`config.mk`:
```
export PLATFORM = sky130hd
export DESIGN_NAME = rri_initializer
export DESIGN_NICKNAME = d
export VERILOG_FILES = /design/src/rtl/rri_pkg.sv /design/src/rtl/rri_initializer.sv
export VERILOG_INCLUDE_DIRS = /design/src /design/src/rtl
export SDC_FILE = /design/constraint.sdc
export NUM_CORES = 1
export LEC_CHECK = 0
export BUFFER_PORTS_ARGS = -buffer_cell sky130_fd_sc_hd__buf_2
export CAP_MARGIN = 20
export CORE_MARGIN = 8
export CORE_UTILIZATION = 55
export DETAILED_ROUTE_END_ITERATION = 8
export PLACE_DENSITY = 0.76
export REMOVE_ABC_BUFFERS = 1
export SYNTH_ARGS = -nofsm -noshare
export SYNTH_HDL_FRONTEND = slang
export SYNTH_SLANG_ARGS = --single-unit
```
`constraint.sdc`:
```
create_clock -name pclk -period 2.2 [get_ports pclk]
set_input_delay 0.44 -clock pclk [delete_from_list [all_inputs] [get_ports pclk]]
set_output_delay 0.44 -clock pclk [all_outputs]
set_load 0.1 [all_outputs]
```
`src/rtl/rri_regs.svh`:
```
// Register indices, field masks and init values of the reset initializer
`ifndef RRI_REGS_SVH
`define RRI_REGS_SVH

// ----------------------------------------------------------------
// Register indices (byte address is four times the index)
// ----------------------------------------------------------------
`define RRI_PORT_D_LATCH 6'h00
`define RRI_PORT_E_LATCH 6'h01
`define RRI_PC_UPPER_LATCH 6'h02
`define RRI_CORE_INT_CTRL 6'h03
`define RRI_PERIPH_FLAGS 6'h04
`define RRI_TIMER1_LOW 6'h05
`define RRI_TIMER1_HIGH 6'h06
`define RRI_TIMER1_CTRL 6'h07
`define RRI_TIMER2_COUNT 6'h08
`define RRI_TIMER2_CTRL 6'h09
`define RRI_SERIAL_BUFFER 6'h0A
`define RRI_SERIAL_CTRL 6'h0B
`define RRI_CAPCMP_LOW 6'h0C
`define RRI_CAPCMP_HIGH 6'h0D
`define RRI_CAPCMP_CTRL 6'h0E
`define RRI_CONV_RESULT 6'h0F
`define RRI_CONV_CTRL0 6'h10
`define RRI_CORE_OPTIONS 6'h11
`define RRI_PORT_A_DIR 6'h12
`define RRI_PORT_B_DIR 6'h13
`define RRI_PORT_C_DIR 6'h14
`define RRI_PORT_D_DIR 6'h15
`define RRI_PORT_E_DIR 6'h16
`define RRI_PERIPH_ENABLES 6'h17
`define RRI_POWER_STATUS 6'h18
`define RRI_TIMER2_PERIOD 6'h19
`define RRI_SERIAL_ADDR 6'h1A
`define RRI_SERIAL_STATUS 6'h1B
`define RRI_CONV_CTRL1 6'h1C
`define RRI_PORT_F_LATCH 6'h1D
`define RRI_PORT_G_LATCH 6'h1E
`define RRI_LCD_SEG_ENABLE 6'h1F
`define RRI_LCD_PRESCALER 6'h20
`define RRI_LCD_CTRL 6'h21
`define RRI_PORT_F_DIR 6'h22
`define RRI_PORT_G_DIR 6'h23
`define RRI_LCD_DATA_BASE 6'h24
`define RRI_LAST_INDEX 6'h33

// ----------------------------------------------------------------
// Implemented-bit masks and init values
// ----------------------------------------------------------------
`define RRI_MASK_FULL 8'hFF
`define RRI_MASK_SIX 8'h3F
`define RRI_MASK_PC_UPPER 8'h1F
`define RRI_MASK_TIMER2_CTRL 8'h7F
`define RRI_MASK_CONV_CTRL0 8'hFD
`define RRI_MASK_CONV_CTRL1 8'h07
`define RRI_MASK_LCD_PRESCALER 8'h0F
`define RRI_MASK_LCD_CTRL 8'hDF
`define RRI_MASK_POWER_STATUS 8'h02
`define RRI_MASK_INT_CTRL_LOAD 8'hFE
`define RRI_INIT_ONES 8'hFF
`define RRI_INIT_ZERO 8'h00
`define RRI_GIE_BIT 7
`define RRI_VECTOR_ADDR 13'h0004

`endif

```
`src/rtl/rri_pkg.sv`:
```
// Types shared by the register reset initializer
package rri_pkg;
   // Reset class applied in a cycle
   typedef enum logic [1:0] {
      RRI_NONE,
      RRI_POR,
      RRI_PIN,
      RRI_WAKE
   } rri_class_type;
   typedef logic [7:0] rri_byte_type;
   typedef logic [5:0] rri_index_type;
endpackage : rri_pkg

```
`src/rtl/rri_initializer.sv`:
```
// Register file with reset-class initialization, reached over APB
//
// The register addresses and the APB slave port are this design's own decisions.
`timescale 1ns/1ps
`include "rri_regs.svh"

// Overview of operation
// Options register all ones except on wake
// Direction registers all ones except on wake
// Timer-2 period all ones on every event
// Core interrupt bits 7..1 cleared, bit 0 kept
// Wake keeps flags, sets wake cause flags
// Peripheral enables and flags cleared on reset
// Software keeps reserved peripheral bit 6 clear
// Timer-1 control cleared on power-on only
// Timer-2 count and control cleared on reset
// Serial control, status, address cleared on reset
// Power-on status bit cleared on power-on only
// Port D..G latches cleared on reset
// Program counter upper latch cleared on reset
// Converter controls cleared; result left alone
// Segment enable ones, prescaler cleared on reset
// LCD control cleared on reset, bit 5 zero
// LCD data bytes kept on every event, power-on included
// Capture control cleared; value bytes retained
// Interrupt wake with global enable loads vector
// Unimplemented bits always read zero
// One reset class applied per event
module rri_initializer (
   // APB clock and reset
   input wire logic pclk,
   input wire logic presetn,
   // APB slave
   input wire logic psel,
   input wire logic penable,
   input wire logic pwrite,
   input wire logic [7:0] paddr,
   input wire logic [31:0] pwdata,
   output logic [31:0] prdata,
   output logic pready,
   output logic pslverr,
   // Reset-cause events from the reset circuit
   input wire logic por_event,
   input wire logic pin_or_watchdog_event,
   input wire logic wake_event,
   input wire logic wake_by_interrupt,
   input wire logic [7:0] wake_core_flags,
   input wire logic [7:0] wake_periph_flags,
   // Applied class and program counter steering
   output rri_pkg::rri_class_type applied_class,
   output logic restart_at_zero,
   output logic resume_next,
   output logic resume_vector
);
   import rri_pkg::*;

   // ----------------------------------------------------------------
   // Decode functions
   // ----------------------------------------------------------------

   // Bits that exist in a register
   function automatic rri_byte_type rri_impl_mask(input rri_index_type idx);
      case (idx)
         `RRI_PC_UPPER_LATCH: rri_impl_mask = `RRI_MASK_PC_UPPER;
         `RRI_PERIPH_FLAGS, `RRI_PERIPH_ENABLES, `RRI_TIMER1_CTRL,
         `RRI_CAPCMP_CTRL, `RRI_PORT_A_DIR, `RRI_PORT_C_DIR:
            rri_impl_mask = `RRI_MASK_SIX;
         `RRI_TIMER2_CTRL: rri_impl_mask = `RRI_MASK_TIMER2_CTRL;
         `RRI_CONV_CTRL0: rri_impl_mask = `RRI_MASK_CONV_CTRL0;
         `RRI_CONV_CTRL1: rri_impl_mask = `RRI_MASK_CONV_CTRL1;
         `RRI_LCD_PRESCALER: rri_impl_mask = `RRI_MASK_LCD_PRESCALER;
         `RRI_LCD_CTRL: rri_impl_mask = `RRI_MASK_LCD_CTRL;
         `RRI_POWER_STATUS: rri_impl_mask = `RRI_MASK_POWER_STATUS;
         default: rri_impl_mask = `RRI_MASK_FULL;
      endcase
   endfunction : rri_impl_mask

   // Value loaded by an initializing event
   function automatic rri_byte_type rri_init_value(input rri_index_type idx);
      case (idx)
         `RRI_CORE_OPTIONS, `RRI_TIMER2_PERIOD, `RRI_LCD_SEG_ENABLE,
         `RRI_PORT_A_DIR, `RRI_PORT_B_DIR, `RRI_PORT_C_DIR,
         `RRI_PORT_D_DIR, `RRI_PORT_E_DIR, `RRI_PORT_F_DIR,
         `RRI_PORT_G_DIR:
            rri_init_value = `RRI_INIT_ONES & rri_impl_mask(idx);
         default: rri_init_value = `RRI_INIT_ZERO;
      endcase
   endfunction : rri_init_value

   // Bits that a given class loads; the rest are retained
   function automatic rri_byte_type rri_load_mask(input rri_index_type idx,
                                                  input rri_class_type cls);
      logic undefined;
      undefined = (idx >= `RRI_LCD_DATA_BASE)
         || (idx == `RRI_TIMER1_LOW) || (idx == `RRI_TIMER1_HIGH)
         || (idx == `RRI_SERIAL_BUFFER) || (idx == `RRI_CAPCMP_LOW)
         || (idx == `RRI_CAPCMP_HIGH) || (idx == `RRI_CONV_RESULT);
      rri_load_mask = `RRI_INIT_ZERO;
      unique case (cls)
         RRI_POR:
         begin
            if (!undefined)
               rri_load_mask = rri_impl_mask(idx);
            // Core control bit 0 kept
            if (idx == `RRI_CORE_INT_CTRL)
               rri_load_mask = `RRI_MASK_INT_CTRL_LOAD;
         end
         RRI_PIN:
         begin
            if (!undefined && idx != `RRI_TIMER1_CTRL
                && idx != `RRI_POWER_STATUS)
               rri_load_mask = rri_impl_mask(idx);
            if (idx == `RRI_CORE_INT_CTRL)
               rri_load_mask = `RRI_MASK_INT_CTRL_LOAD;
         end
         RRI_WAKE:
         begin
            if (idx == `RRI_TIMER2_PERIOD)
               rri_load_mask = `RRI_MASK_FULL;
         end
         RRI_NONE: rri_load_mask = `RRI_INIT_ZERO;
      endcase
   endfunction : rri_load_mask

   // ----------------------------------------------------------------
   // Storage and class decode
   // ----------------------------------------------------------------
   rri_byte_type regs [0:`RRI_LAST_INDEX];
   rri_class_type next_class;
   rri_index_type bus_index;
   logic bus_mapped;
   logic bus_write;
   logic gie_now;

   // Power-on outranks pin/watchdog, which outranks wake
   // Exactly one class
   always_comb
   begin
      if (por_event)
         next_class = RRI_POR;
      else if (pin_or_watchdog_event)
         next_class = RRI_PIN;
      else if (wake_event)
         next_class = RRI_WAKE;
      else
         next_class = RRI_NONE;
   end

   // Address decode; only aligned words inside the map answer cleanly
   assign bus_index = paddr[7:2];
   assign bus_mapped = (paddr[1:0] == 2'b00)
                       && (bus_index <= `RRI_LAST_INDEX);
   assign bus_write = psel && penable && pready && pwrite && bus_mapped;
   assign gie_now = regs[`RRI_CORE_INT_CTRL][`RRI_GIE_BIT];

   // ----------------------------------------------------------------
   // Register file
   // ----------------------------------------------------------------

   // Init events win over a bus write landing in the same cycle,
   // since the core is held in reset or waking at that moment
   always_ff @(posedge pclk or negedge presetn)
   begin
      if (!presetn)
      begin
         for (int i = 0; i <= int'(`RRI_LAST_INDEX); i++)
            regs[i] <= rri_init_value(6'(i));
      end
      else if (next_class != RRI_NONE)
      begin
         // class loads
         // masked per class
         // unknowns are retained
         for (int i = 0; i <= int'(`RRI_LAST_INDEX); i++)
            regs[i] <= (regs[i] & ~rri_load_mask(6'(i), next_class))
                       | (rri_init_value(6'(i))
                          & rri_load_mask(6'(i), next_class));
         // Wake cause recorded
         if (next_class == RRI_WAKE)
         begin
            regs[`RRI_CORE_INT_CTRL] <= regs[`RRI_CORE_INT_CTRL]
                                        | wake_core_flags;
            regs[`RRI_PERIPH_FLAGS] <= regs[`RRI_PERIPH_FLAGS]
               | (wake_periph_flags & rri_impl_mask(`RRI_PERIPH_FLAGS));
         end
      end
      // Unimplemented bits never stored
      else if (bus_write && bus_index != `RRI_CONV_RESULT)
         regs[bus_index] <= pwdata[7:0] & rri_impl_mask(bus_index);
   end

   // ----------------------------------------------------------------
   // APB answer: one wait state, so pready comes from a flop
   // ----------------------------------------------------------------
   always_ff @(posedge pclk or negedge presetn)
   begin
      if (!presetn)
      begin
         pready <= 1'b0;
         prdata <= 32'h0000_0000;
         pslverr <= 1'b0;
      end
      else
      begin
         pready <= psel && penable && !pready;
         if (psel && penable && !pready)
         begin
            pslverr <= !bus_mapped;
            // Masked read data
            prdata <= bus_mapped
                      ? {24'h00_0000,
                         regs[bus_index] & rri_impl_mask(bus_index)}
                      : 32'h0000_0000;
         end
      end
   end

   // ----------------------------------------------------------------
   // Program counter steering and class report
   // ----------------------------------------------------------------

   // Pulses last one cycle, one edge after the event
   always_ff @(posedge pclk or negedge presetn)
   begin
      if (!presetn)
      begin
         applied_class <= RRI_NONE;
         restart_at_zero <= 1'b0;
         resume_next <= 1'b0;
         resume_vector <= 1'b0;
      end
      else
      begin
         applied_class <= next_class;
         restart_at_zero <= (next_class == RRI_POR)
                            || (next_class == RRI_PIN);
         // Vector on interrupt wake
         resume_vector <= (next_class == RRI_WAKE) && wake_by_interrupt
                          && gie_now;
         resume_next <= (next_class == RRI_WAKE)
                        && !(wake_by_interrupt && gie_now);
      end
   end

   // ----------------------------------------------------------------
   // Assertions
   // ----------------------------------------------------------------
   logic [7:0] rd_mask_q;
   always_ff @(posedge pclk or negedge presetn)
   begin
      if (!presetn)
         rd_mask_q <= 8'h00;
      else
         rd_mask_q <= rri_impl_mask(bus_index);
   end
endmodule : rri_initializer

```
==> results by group, run 1 <==
Yosys
  – Top cells by area, synth: dfrtp_1 (44%), o21ai_0 (10%), dfstp_2 (9.8%), nand2_1 (5.0%), mux2_2 (4.1%)
  – Netlist cell types: 66
  – Top-count cell post-synth: o21ai_0
  – Top post-synthesis cells by count: o21ai_0 (414), dfrtp_1 (355), nand2_1 (269)
  – Syn avg cell area: 10.15 µm²
  – Top cell type's share of synthesized area: 43.81%
  – Top cell type by total area after synthesis: dfrtp_1
  – Main synth FF type: dfrtp_1
  – Mapped Cells: 1998
  – Synth Cell Area: 20280 µm²
  – Sequential fraction of the synthesis area: 53.66%
  – Warnings from Yosys: 0
  – EDFF count, synth: 0
  – Async SR Flop Fraction: 100.0%
  – Seq cells post-synth: 431

Power and ir drop
  – Pwr dens: 737.9 nW/µm²
  – Sw power: 4874 µW
  – Final Total Pwr: 18660 µW
  – Clk pwr share: 44.8%
  – Internal: 13780 µW
  – Gate power share: 11.9%
  – Sw frac: 26.12%
  – Max VDD drop: 0.0007910 V
  – Seq pwr share: 43.3%
  – P_leak: 0.01126 µW

STA
  – Clock Skews: 0.02091 ns
  – Slew @ Worst Pin: 0.6788 ns
  – Final setup viols: 0
  – Setup ws final: 0.05775 ns
  – Worst slew margin: 54.27%
  – Tcrit/Tclk final: 97.37%
  – Clock period minus worst slack: 2.142 ns
  – Final Max Tran Viols: 0
  – Final hold viol count: 0
  – Fmax: 466.8 MHz

Worst hold path
  – Hold Crit Class: in -> reg

Clock network
  – Clock latency at the later pin of the worst-skew pair: 0.57 ns
  – Depth of the CTS H-tree: 2
  – CTS tree: yes
  – Clock Sinks: 431
  – CTS root buffer: clkbuf_16
  – Clock Path Buffers: 3
  – Clk pin slew, worst setup/hold paths: 0.06 ns
  – Number of buffers created by CTS: 47

Worst setup path
  – WS Path Type: reg -> reg
  – Worst path bufs/invs: 3
  – Slowest stage delay, CP: 0.36 ns
  – Crit-path cells: nand4_1, or2_1, nor3_4, buf_4, buf_4, nand3_2, buf_12, nand3_1, o21ai_0
  – Worst Path Required: 2.63 ns
  – Top cell by count, worst path: buf_4
  – WP data arrival: 2.58 ns
  – Crit path launch type: register
  – Crit. End Element: register
  – Maximum fanout along the worst path: 14
  – Delay-heaviest family, CP: simple AND/OR/NAND/NOR gates
  – CP max stage cell: dfrtp_1

Route
  – Total number of vias: 18180
  – DRT Pass-1 Iters: 6
  – Routed len/inst: 26.22 µm
  – 1st-iter DRT viols: 2533
  – DR vias/cell: 6.595
  – Final wirelength: 72250 µm
  – # DRC: 0
  – ANT nets after route: 0

Placed design
  – Gpl congestion: 1.024
  – Dpl hpwl: 49900 µm
  – Dpl ws: -0.3995 ns
  – Buffers added on ports: 53
  – Placed Cells: 2667

Layout
  – Post-route insts no fill: 2756
  – Layout net count: 2323
  – Layout area overhead: 24.71%
  – Antenna fix cells: 0
  – Share of cells above drive strength 1: 28.72%

Outcome
  – Status: finished clean

Floorplanning
  – Full die area: 43260 µm²
  – Die H: 208 µm
  – CORE AREA: 36430 µm²
  – Die W: 208 µm
  – Starting Density: 55.65%
  – I/O pin cnt: 104
  – Site row count: 70

Global routing
  – Vias in the first global route: 18240
  – Largest net degree at the start of global routing: 62
  – Wire length of the first global-routing pass: 110600 µm
  – Antenna violations before repair: 1
  – GRT Overall Usage: 33.04%
  – Overflow after GRT: 0

Run
  – MaxCap Viol Count: 0
==> final timing paths <==
| path | endpoint | from | cells after the start | slack (ns) |
|---|---|---|---|---|
| worst max-delay path | regs[396] | pready | 9 | 0.06 |
| worst min-delay path | resume_next | wake_by_interrupt | 2 | 0.07 |
| worst max register to register | regs[396] | pready | 9 | 0.06 |
| worst min register to register | regs[6] | regs[6] | 2 | 0.48 |
| max in group asynchronous | regs[210] | presetn | 3 | 1.00 |
| min in group asynchronous | regs[405] | presetn | 2 | 0.41 |
==> power by group through the flow <==
stage	logic (µW)	registers, µW	clock network [µW]
6_report	2230	8080	8350
2_1_floorplan	779	8310	0
3_3_place_gp	2150	8210	0
4_1_cts	2180	8070	8410
5_1_grt	2310	8080	8720
3_5_place_dp	2170	8210	0
==> layout by cell type, fill, tap and decap left out, types with 24 or more instances in the layout <==
cell       netlist  layout
o21ai_0        414     414
dfrtp_1        355     355
nand2_1        269     268
buf_4           25     263
nand3_1        119     118
dfstp_2         76      76
mux2_2          74      74
buf_12           0      64
a21oi_1         57      57
a22oi_1         53      53
clkbuf_16        0      49
buf_2           28      49
a221oi_1        45      45
mux2i_1         43      43
nor2_1          41      40
conb_1           1      24
==> flip-flops by register name, summed over array words and instances, names as in the netlist <==
name             flops
regs               415
prdata               8
applied_class        2
gie_now              1
pready               1
pslverr              1
restart_at_zero      1
resume_next          1
resume_vector        1
==> final cells by class <==
class	count	area [µm²]
Clock buffer	76	1498
Timing Repair Buffer	378	3526
Clock inverter	11	160.2
Multi-Input combinational cell	1383	8602
Tap cell	468	585.6
Inverter	9	33.78
Fill cell	2677	11150
Sequential cell	431	10880
==> metrics by stage <==
step	util (%)	setup TNS [ns]	hold slack (ns)	cell area [µm²]
floorplan	-	-392.93	0.1444	19480
global placement	64.78	-102.33	0.4110	23600
detailed placement	64.78	-107.46	0.4137	23600
CTS	69.36	0	0.06190	25270
global route	69.40	-0.008686	0.08084	25290
finish	69.40	0	0.07092	25290
==> repair_timing <==
item	4_1_cts	5_1_grt
endpoints found under the hold margin	27	0
setup buffers	0	1
endpoints found under the setup margin	0	6
hold buffers	1	0
gates resized for setup	0	1
==> per-layer routing <==
layer,GRT usage [%],routed length [µm],vias up
met5,0,11,-
met2,50.75,32430,1222
met1,43.43,27650,8938
met4,17.62,4373,2
li1,-,-,7736
met3,7.545,7791,278
==> cell families (layout without fill, tap and decap cells) <==
family | Yosys count | count (layout) | share of synthesized area, %
buf+inv | 207 | 474 | 4.505
flops | 431 | 431 | 53.66
other cells | 1 | 24 | 0.01850
fa+ha+maj | 8 | 8 | 0.4937
mux | 140 | 140 | 8.676
compound gates | 693 | 693 | 20.48
simple gates | 518 | 518 | 12.16
(Power assumes the default switching activity.)
==> inputs of run 2 (changes only) <==
Settings changed: PLACE_DENSITY 0.76 to not set, PLACE_DENSITY_LB_ADDON set to 0.05.
==> run 2 against run 1 <==
  * Hold slack better by 0.0014 ns
  * Highest routed layer is now met4
  * Routed wire length is 1.5% higher
  * Critical endpoint is now regs[389]
  * Non-clock buffer count up 9
  * Fmax fell by 2.6%
  * Cell count grew 0.25%
  * Register-to-register slack hardly changed
==> results by group, run 2 (synthesis gave the netlist of run 1 again) <==
Outcome
  – Status: finished clean

Clock network
  – Number of buffers created by CTS: 47
  – Depth of the CTS H-tree: 2
  – CTS tree: yes
  – Clk pin slew, worst setup/hold paths: 0.06 ns
  – Clock Sinks: 431
  – CTS root buffer: clkbuf_16
  – Clock Path Buffers: 3
  – Clock latency at the later pin of the worst-skew pair: 0.58 ns

Run
  – MaxCap Viol Count: 0

Floorplanning
  – Full die area: 43260 µm²
  – Starting Density: 55.65%
  – CORE AREA: 36430 µm²
  – Site row count: 70
  – Die W: 208 µm
  – Die H: 208 µm
  – I/O pin cnt: 104

Power and ir drop
  – Max VDD drop: 0.0006256 V
  – Pwr dens: 737.8 nW/µm²
  – Final Total Pwr: 18780 µW
  – P_leak: 0.01133 µW

Route
  – ANT nets after route: 0
  – Final wirelength: 73330 µm
  – DRT Pass-1 Iters: 5
  – # DRC: 0
  – Total number of vias: 17760
  – Routed len/inst: 26.54 µm
  – 1st-iter DRT viols: 1995
  – DR vias/cell: 6.429

Global routing
  – GRT Overall Usage: 33.61%
  – Largest net degree at the start of global routing: 79
  – Overflow after GRT: 0
  – Vias in the first global route: 17750
  – Antenna violations before repair: 1
  – Wire length of the first global-routing pass: 111700 µm

STA
  – Tcrit/Tclk final: 99.99%
  – Setup ws final: 0.0002598 ns
  – Final Max Tran Viols: 0
  – Final hold viol count: 0
  – Worst slew margin: 25.04%
  – Final setup viols: 0
  – Slew @ Worst Pin: 1.122 ns
  – Clock Skews: 0.01007 ns
  – Fmax: 454.6 MHz
  – Clock period minus worst slack: 2.200 ns
  – Setup tns final: 0 ns

Layout
  – Layout net count: 2332
  – Filler instances: 2818
  – Top reg by flops: regs
  – Layout area overhead: 25.53%
  – Regs by FF count: regs x415, prdata x8, applied_class x2
  – Commonest non-fill, non-tap cell in the layout: o21ai_0
  – Core Util, Final: 69.86%
  – Largest register FFs: 415
  – Share of cells above drive strength 1: 29.38%
  – Commonest non-fill, non-tap cells in the layout: o21ai_0 (397), dfrtp_1 (355), buf_4 (263), nand2_1 (262), nand3_1 (117)

Worst setup path
  – Maximum fanout along the worst path: 10
  – WS Path Type: in -> reg
  – Worst r2r src: pready
  – FF-to-FF End: regs[378]
  – Critical path origin: paddr[3]
  – Crit path launch type: input port
  – Flop-to-flop setup slack: 0.06 ns
  – Crit. End Element: register
  – Worst Path Required: 2.65 ns
  – End point of the critical path: regs[389]
  – Worst Reg-to-Reg Cells: 6
  – WP data arrival: 2.65 ns

Placed design
  – Dpl hpwl: 51220 µm
  – Buffers added on ports: 53
  – Gpl congestion: 0.9999
  – Dpl ws: -0.4870 ns

Worst hold path
  – Hold Crit Class: in -> reg
  – Hold Crit Depth: 2
run 2: area by class of cell:
| cell class | instances | area (µm²) | share of cell area, % |
|---|---|---|---|
| inverters | 9 | 33.78 | 0.1327 |
| repair buffers | 387 | 3676 | 14.44 |
| flip-flops and latches | 431 | 10880 | 42.75 |
| diodes | 1 | 2.502 | 0.009832 |
| well taps | 468 | 585.6 | 2.301 |
| multi-input cells | 1383 | 8637 | 33.93 |
| clock inverters | 17 | 262.8 | 1.032 |
| clock buffers | 67 | 1374 | 5.398 |
run 2: metal layers:
layer | share of wire (%) | routed length (µm) | GRT usage [%]
met5 | 0 | 0 | 0
met4 | 5.1 | 3726 | 17.03
met3 | 8.9 | 6508 | 6.538
met2 | 45 | 33170 | 51.72
met1 | 41 | 29920 | 45.13
run 2: metrics by stage:
step	cells	cell area, µm²	hold slack, ns
3_5_place_dp	2673	23700	0.3660
4_1_cts	2758	25350	0.05415
2_1_floorplan	1823	19480	0.1444
6_report	2763	25450	0.07234
3_3_place_gp	2673	23700	0.3667
5_1_grt	2763	25450	0.07287
run 2: worst min path at each step:
stage | end | from | slack [ns]
global placement | regs[187] | presetn | 0.37
detailed placement | regs[176] | presetn | 0.37
floorplan | applied_class[0] | presetn | 0.14
global route | resume_next | wake_by_interrupt | 0.07
CTS | resume_next | wake_by_interrupt | 0.05
finish | resume_next | wake_by_interrupt | 0.07
run 2: critical path, cell delays in order:
cell and delay, ns:
buf_4 0.15, buf_4 0.27, ha_1 0.24, buf_4 0.12
mux2i_1 0.07, o41a_1 0.36, and2_1 0.42, buf_12 0.25
a221o_1 0.31
run 2: repair_timing:
item                       in CTS  in global routing
resized for setup               1                 32
setup endpoints to repair       1                109
cloned                          0                  2
hold endpoints to repair       33                  0
hold buffers                    1                  0
buffers inserted                0                  2
pin swaps                       0                  3
run 2: power by group:
group | internal (µW) | switching, µW
Sequential | 8000 | 72.3
Clock | 5150 | 3280
Combinational | 701 | 1580
==> inputs of run 3 (changes only) <==
Settings changed: CELL_PAD_IN_SITES_DETAIL_PLACEMENT set to 2, CELL_PAD_IN_SITES_GLOBAL_PLACEMENT set to 2, CORE_UTILIZATION 55 to 36.
==> run 3 against run 2 <==
  * Sequential power about the same
  * Flip-flop and latch count unchanged
  * Non-clock buffer count up 23
  * Utilization down 23 points
  * Clock-buffer cell count up 12
  * Largest cell class unchanged
  * Worst setup slack better by 0.043 ns
  * Global-route usage down 5.1 points
  * Critical path type unchanged
  * Cell count up 12%
  * Die area up 48%
  * Combinational power up 8%
  * Sequential share of layout area down 1.4 points
  * Register-to-register slack about the same
==> results by group, run 3 (synthesis gave the netlist of run 1 again) <==
Outcome
  – Status: finished clean

Worst setup path
  – Worst Reg-to-Reg Cells: 8
  – Worst r2r src: pready
  – Worst Path Required: 2.67 ns
  – Flop-to-flop setup slack: 0.05 ns
  – Crit path launch type: input port
  – WP data arrival: 2.63 ns
  – WS Path Type: in -> reg
  – Crit. End Element: register
  – Maximum fanout along the worst path: 6
  – FF-to-FF End: regs[42]

Layout
  – Layout net count: 2358
  – Commonest non-fill, non-tap cell in the layout: o21ai_0
  – Fin area: 26290 µm²
  – Largest register FFs: 415
  – Regs by FF count: regs x415, prdata x8, applied_class x2
  – Share of cells above drive strength 1: 30.25%
  – Filler instances: 5809
  – Commonest non-fill, non-tap cells in the layout: o21ai_0 (412), dfrtp_1 (355), buf_4 (272), nand2_1 (262), nand3_1 (118)
  – Layout area overhead: 29.64%
  – Top reg by flops: regs

STA
  – Clock Skews: 0.02397 ns
  – Final setup viols: 0
  – Worst slew margin: 50.39%
  – Final Max Tran Viols: 0
  – Fmax: 463.6 MHz
  – Clock period minus worst slack: 2.157 ns
  – Hold WS: 0.1409 ns
  – Final hold viol count: 0
  – RSZ-0062 raised after global routing: true
  – Setup tns final: 0 ns
  – Tcrit/Tclk final: 98.05%
  – Setup ws final: 0.04294 ns
  – Slew @ Worst Pin: 0.7414 ns

Placed design
  – Buffers added on ports: 53
  – Gpl congestion: 0.8814
  – Dpl hpwl: 65340 µm
  – Dpl ws: -0.6194 ns
  – Placed Area: 24480 µm²

Clock network
  – CTS tree: yes
  – Clock Path Buffers: 3
  – CTS root buffer: clkbuf_16
  – Number of buffers created by CTS: 50
  – Clock Sinks: 431
  – Clock latency at the later pin of the worst-skew pair: 0.61 ns
  – Depth of the CTS H-tree: 2
  – Clk pin slew, worst setup/hold paths: 0.06 ns

Floorplanning
  – CORE AREA: 56060 µm²
  – Full die area: 64170 µm²
  – Starting Density: 36.17%
  – I/O pin cnt: 104
  – Die H: 253.3 µm
  – Die W: 253.3 µm
  – Site row count: 87

Power and ir drop
  – Pwr dens: 744.1 nW/µm²
  – P_leak: 0.01155 µW
  – Max VDD drop: 0.0005528 V

Global routing
  – Wire length of the first global-routing pass: 136700 µm
  – GR Util met3: 3.243%
  – Largest net degree at the start of global routing: 85
  – Overflow after GRT: 0
  – Antenna violations before repair: 3
  – Vias in the first global route: 19910
  – GRT met2 Usage: 47.52%
  – Global Route met1 Usage: 38.70%
  – GRT Overall Usage: 28.55%
  – Grt peak-use layer: met2

Route
  – Final wirelength: 91500 µm
  – Total number of vias: 18220
  – ANT nets after route: 0
  – Routed len/inst: 29.67 µm
  – # DRC: 0
  – DRT Pass-1 Iters: 5
  – 1st-iter DRT viols: 1195
  – DR vias/cell: 5.909

Worst hold path
  – Hold Crit Depth: 3
  – Hold Path End: applied_class[0]
  – Hold Crit Start: por_event
  – Hold Crit Class: in -> reg

Run
  – MaxCap Viol Count: 0
[run 3: changes by cell type in the layout (fill, tap and decap cells not counted), moves of 4 or more]
cell      change
clkbuf_8      +6
buf_4         +9
o21ai_0      +15
clkbuf_1      +4
buf_12       +16
o21ai_1      -15
[run 3: metal layers]
layer / up-vias / share of wire [%]
met1: 9796 / 44
met2: 486 / 48
met5: - / 0
li1: 7807 / -
met3: 133 / 4.6
met4: 0 / 3.0
[run 3: power breakdown]
part / switching, µW / total [µW] / internal, µW / leakage [µW]
Combinational: 1700 / 2460 / 758 / 0.00495
Clock: 3570 / 9020 / 5450 / 0.000872
Sequential: 86.4 / 8080 / 8000 / 0.00573
[run 3: timing repair]
action                                  CTS  global route
hold buffers                              2             0
endpoints found under the hold margin    20             0
endpoints found under the setup margin    0            30
setup buffers                             0             0
gates resized for setup                   0             9
[run 3: through the flow]
step           power [µW]  util (%)  cells
3_3_place_gp        10600     43.66   2987
3_5_place_dp        10640     43.66   2987
4_1_cts             19720     46.85   3083
6_report            19560     46.89   3084
2_1_floorplan        9084         -   1823
5_1_grt             20090     46.89   3084
[run 3: area by class of cell]
cell class,count,area [µm²],area share [%]
sequential,431,10880,41.39
multi-input combinational,1383,8631,32.84
timing repair buffer,410,4026,15.32
clock buffer,79,1521,5.788
tap,756,945.9,3.599
clock inverter,15,244.0,0.9282
inverter,9,33.78,0.1285
antenna,1,2.502,0.009520
[run 3: how the worst max path moves through the flow]
stage	start	end	slack, ns	cells after the start
floorplan	pin_or_watchdog_event	regs[253]	-1.84	7
global placement	paddr[2]	prdata[4]	-0.60	9
detailed placement	paddr[3]	prdata[3]	-0.62	8
CTS	pready	regs[42]	0.04	8
global route	pready	regs[45]	-0.004	8
finish	paddr[3]	prdata[3]	0.04	8
[run 3: worst max-delay path, cell delays in order]
cell and delay (ns):
buf_4 0.24, buf_4 0.20, buf_4 0.17, mux4_2 0.52, mux2i_2 0.37, o22ai_1 0.31
a211oi_1 0.25, a31oi_1 0.12
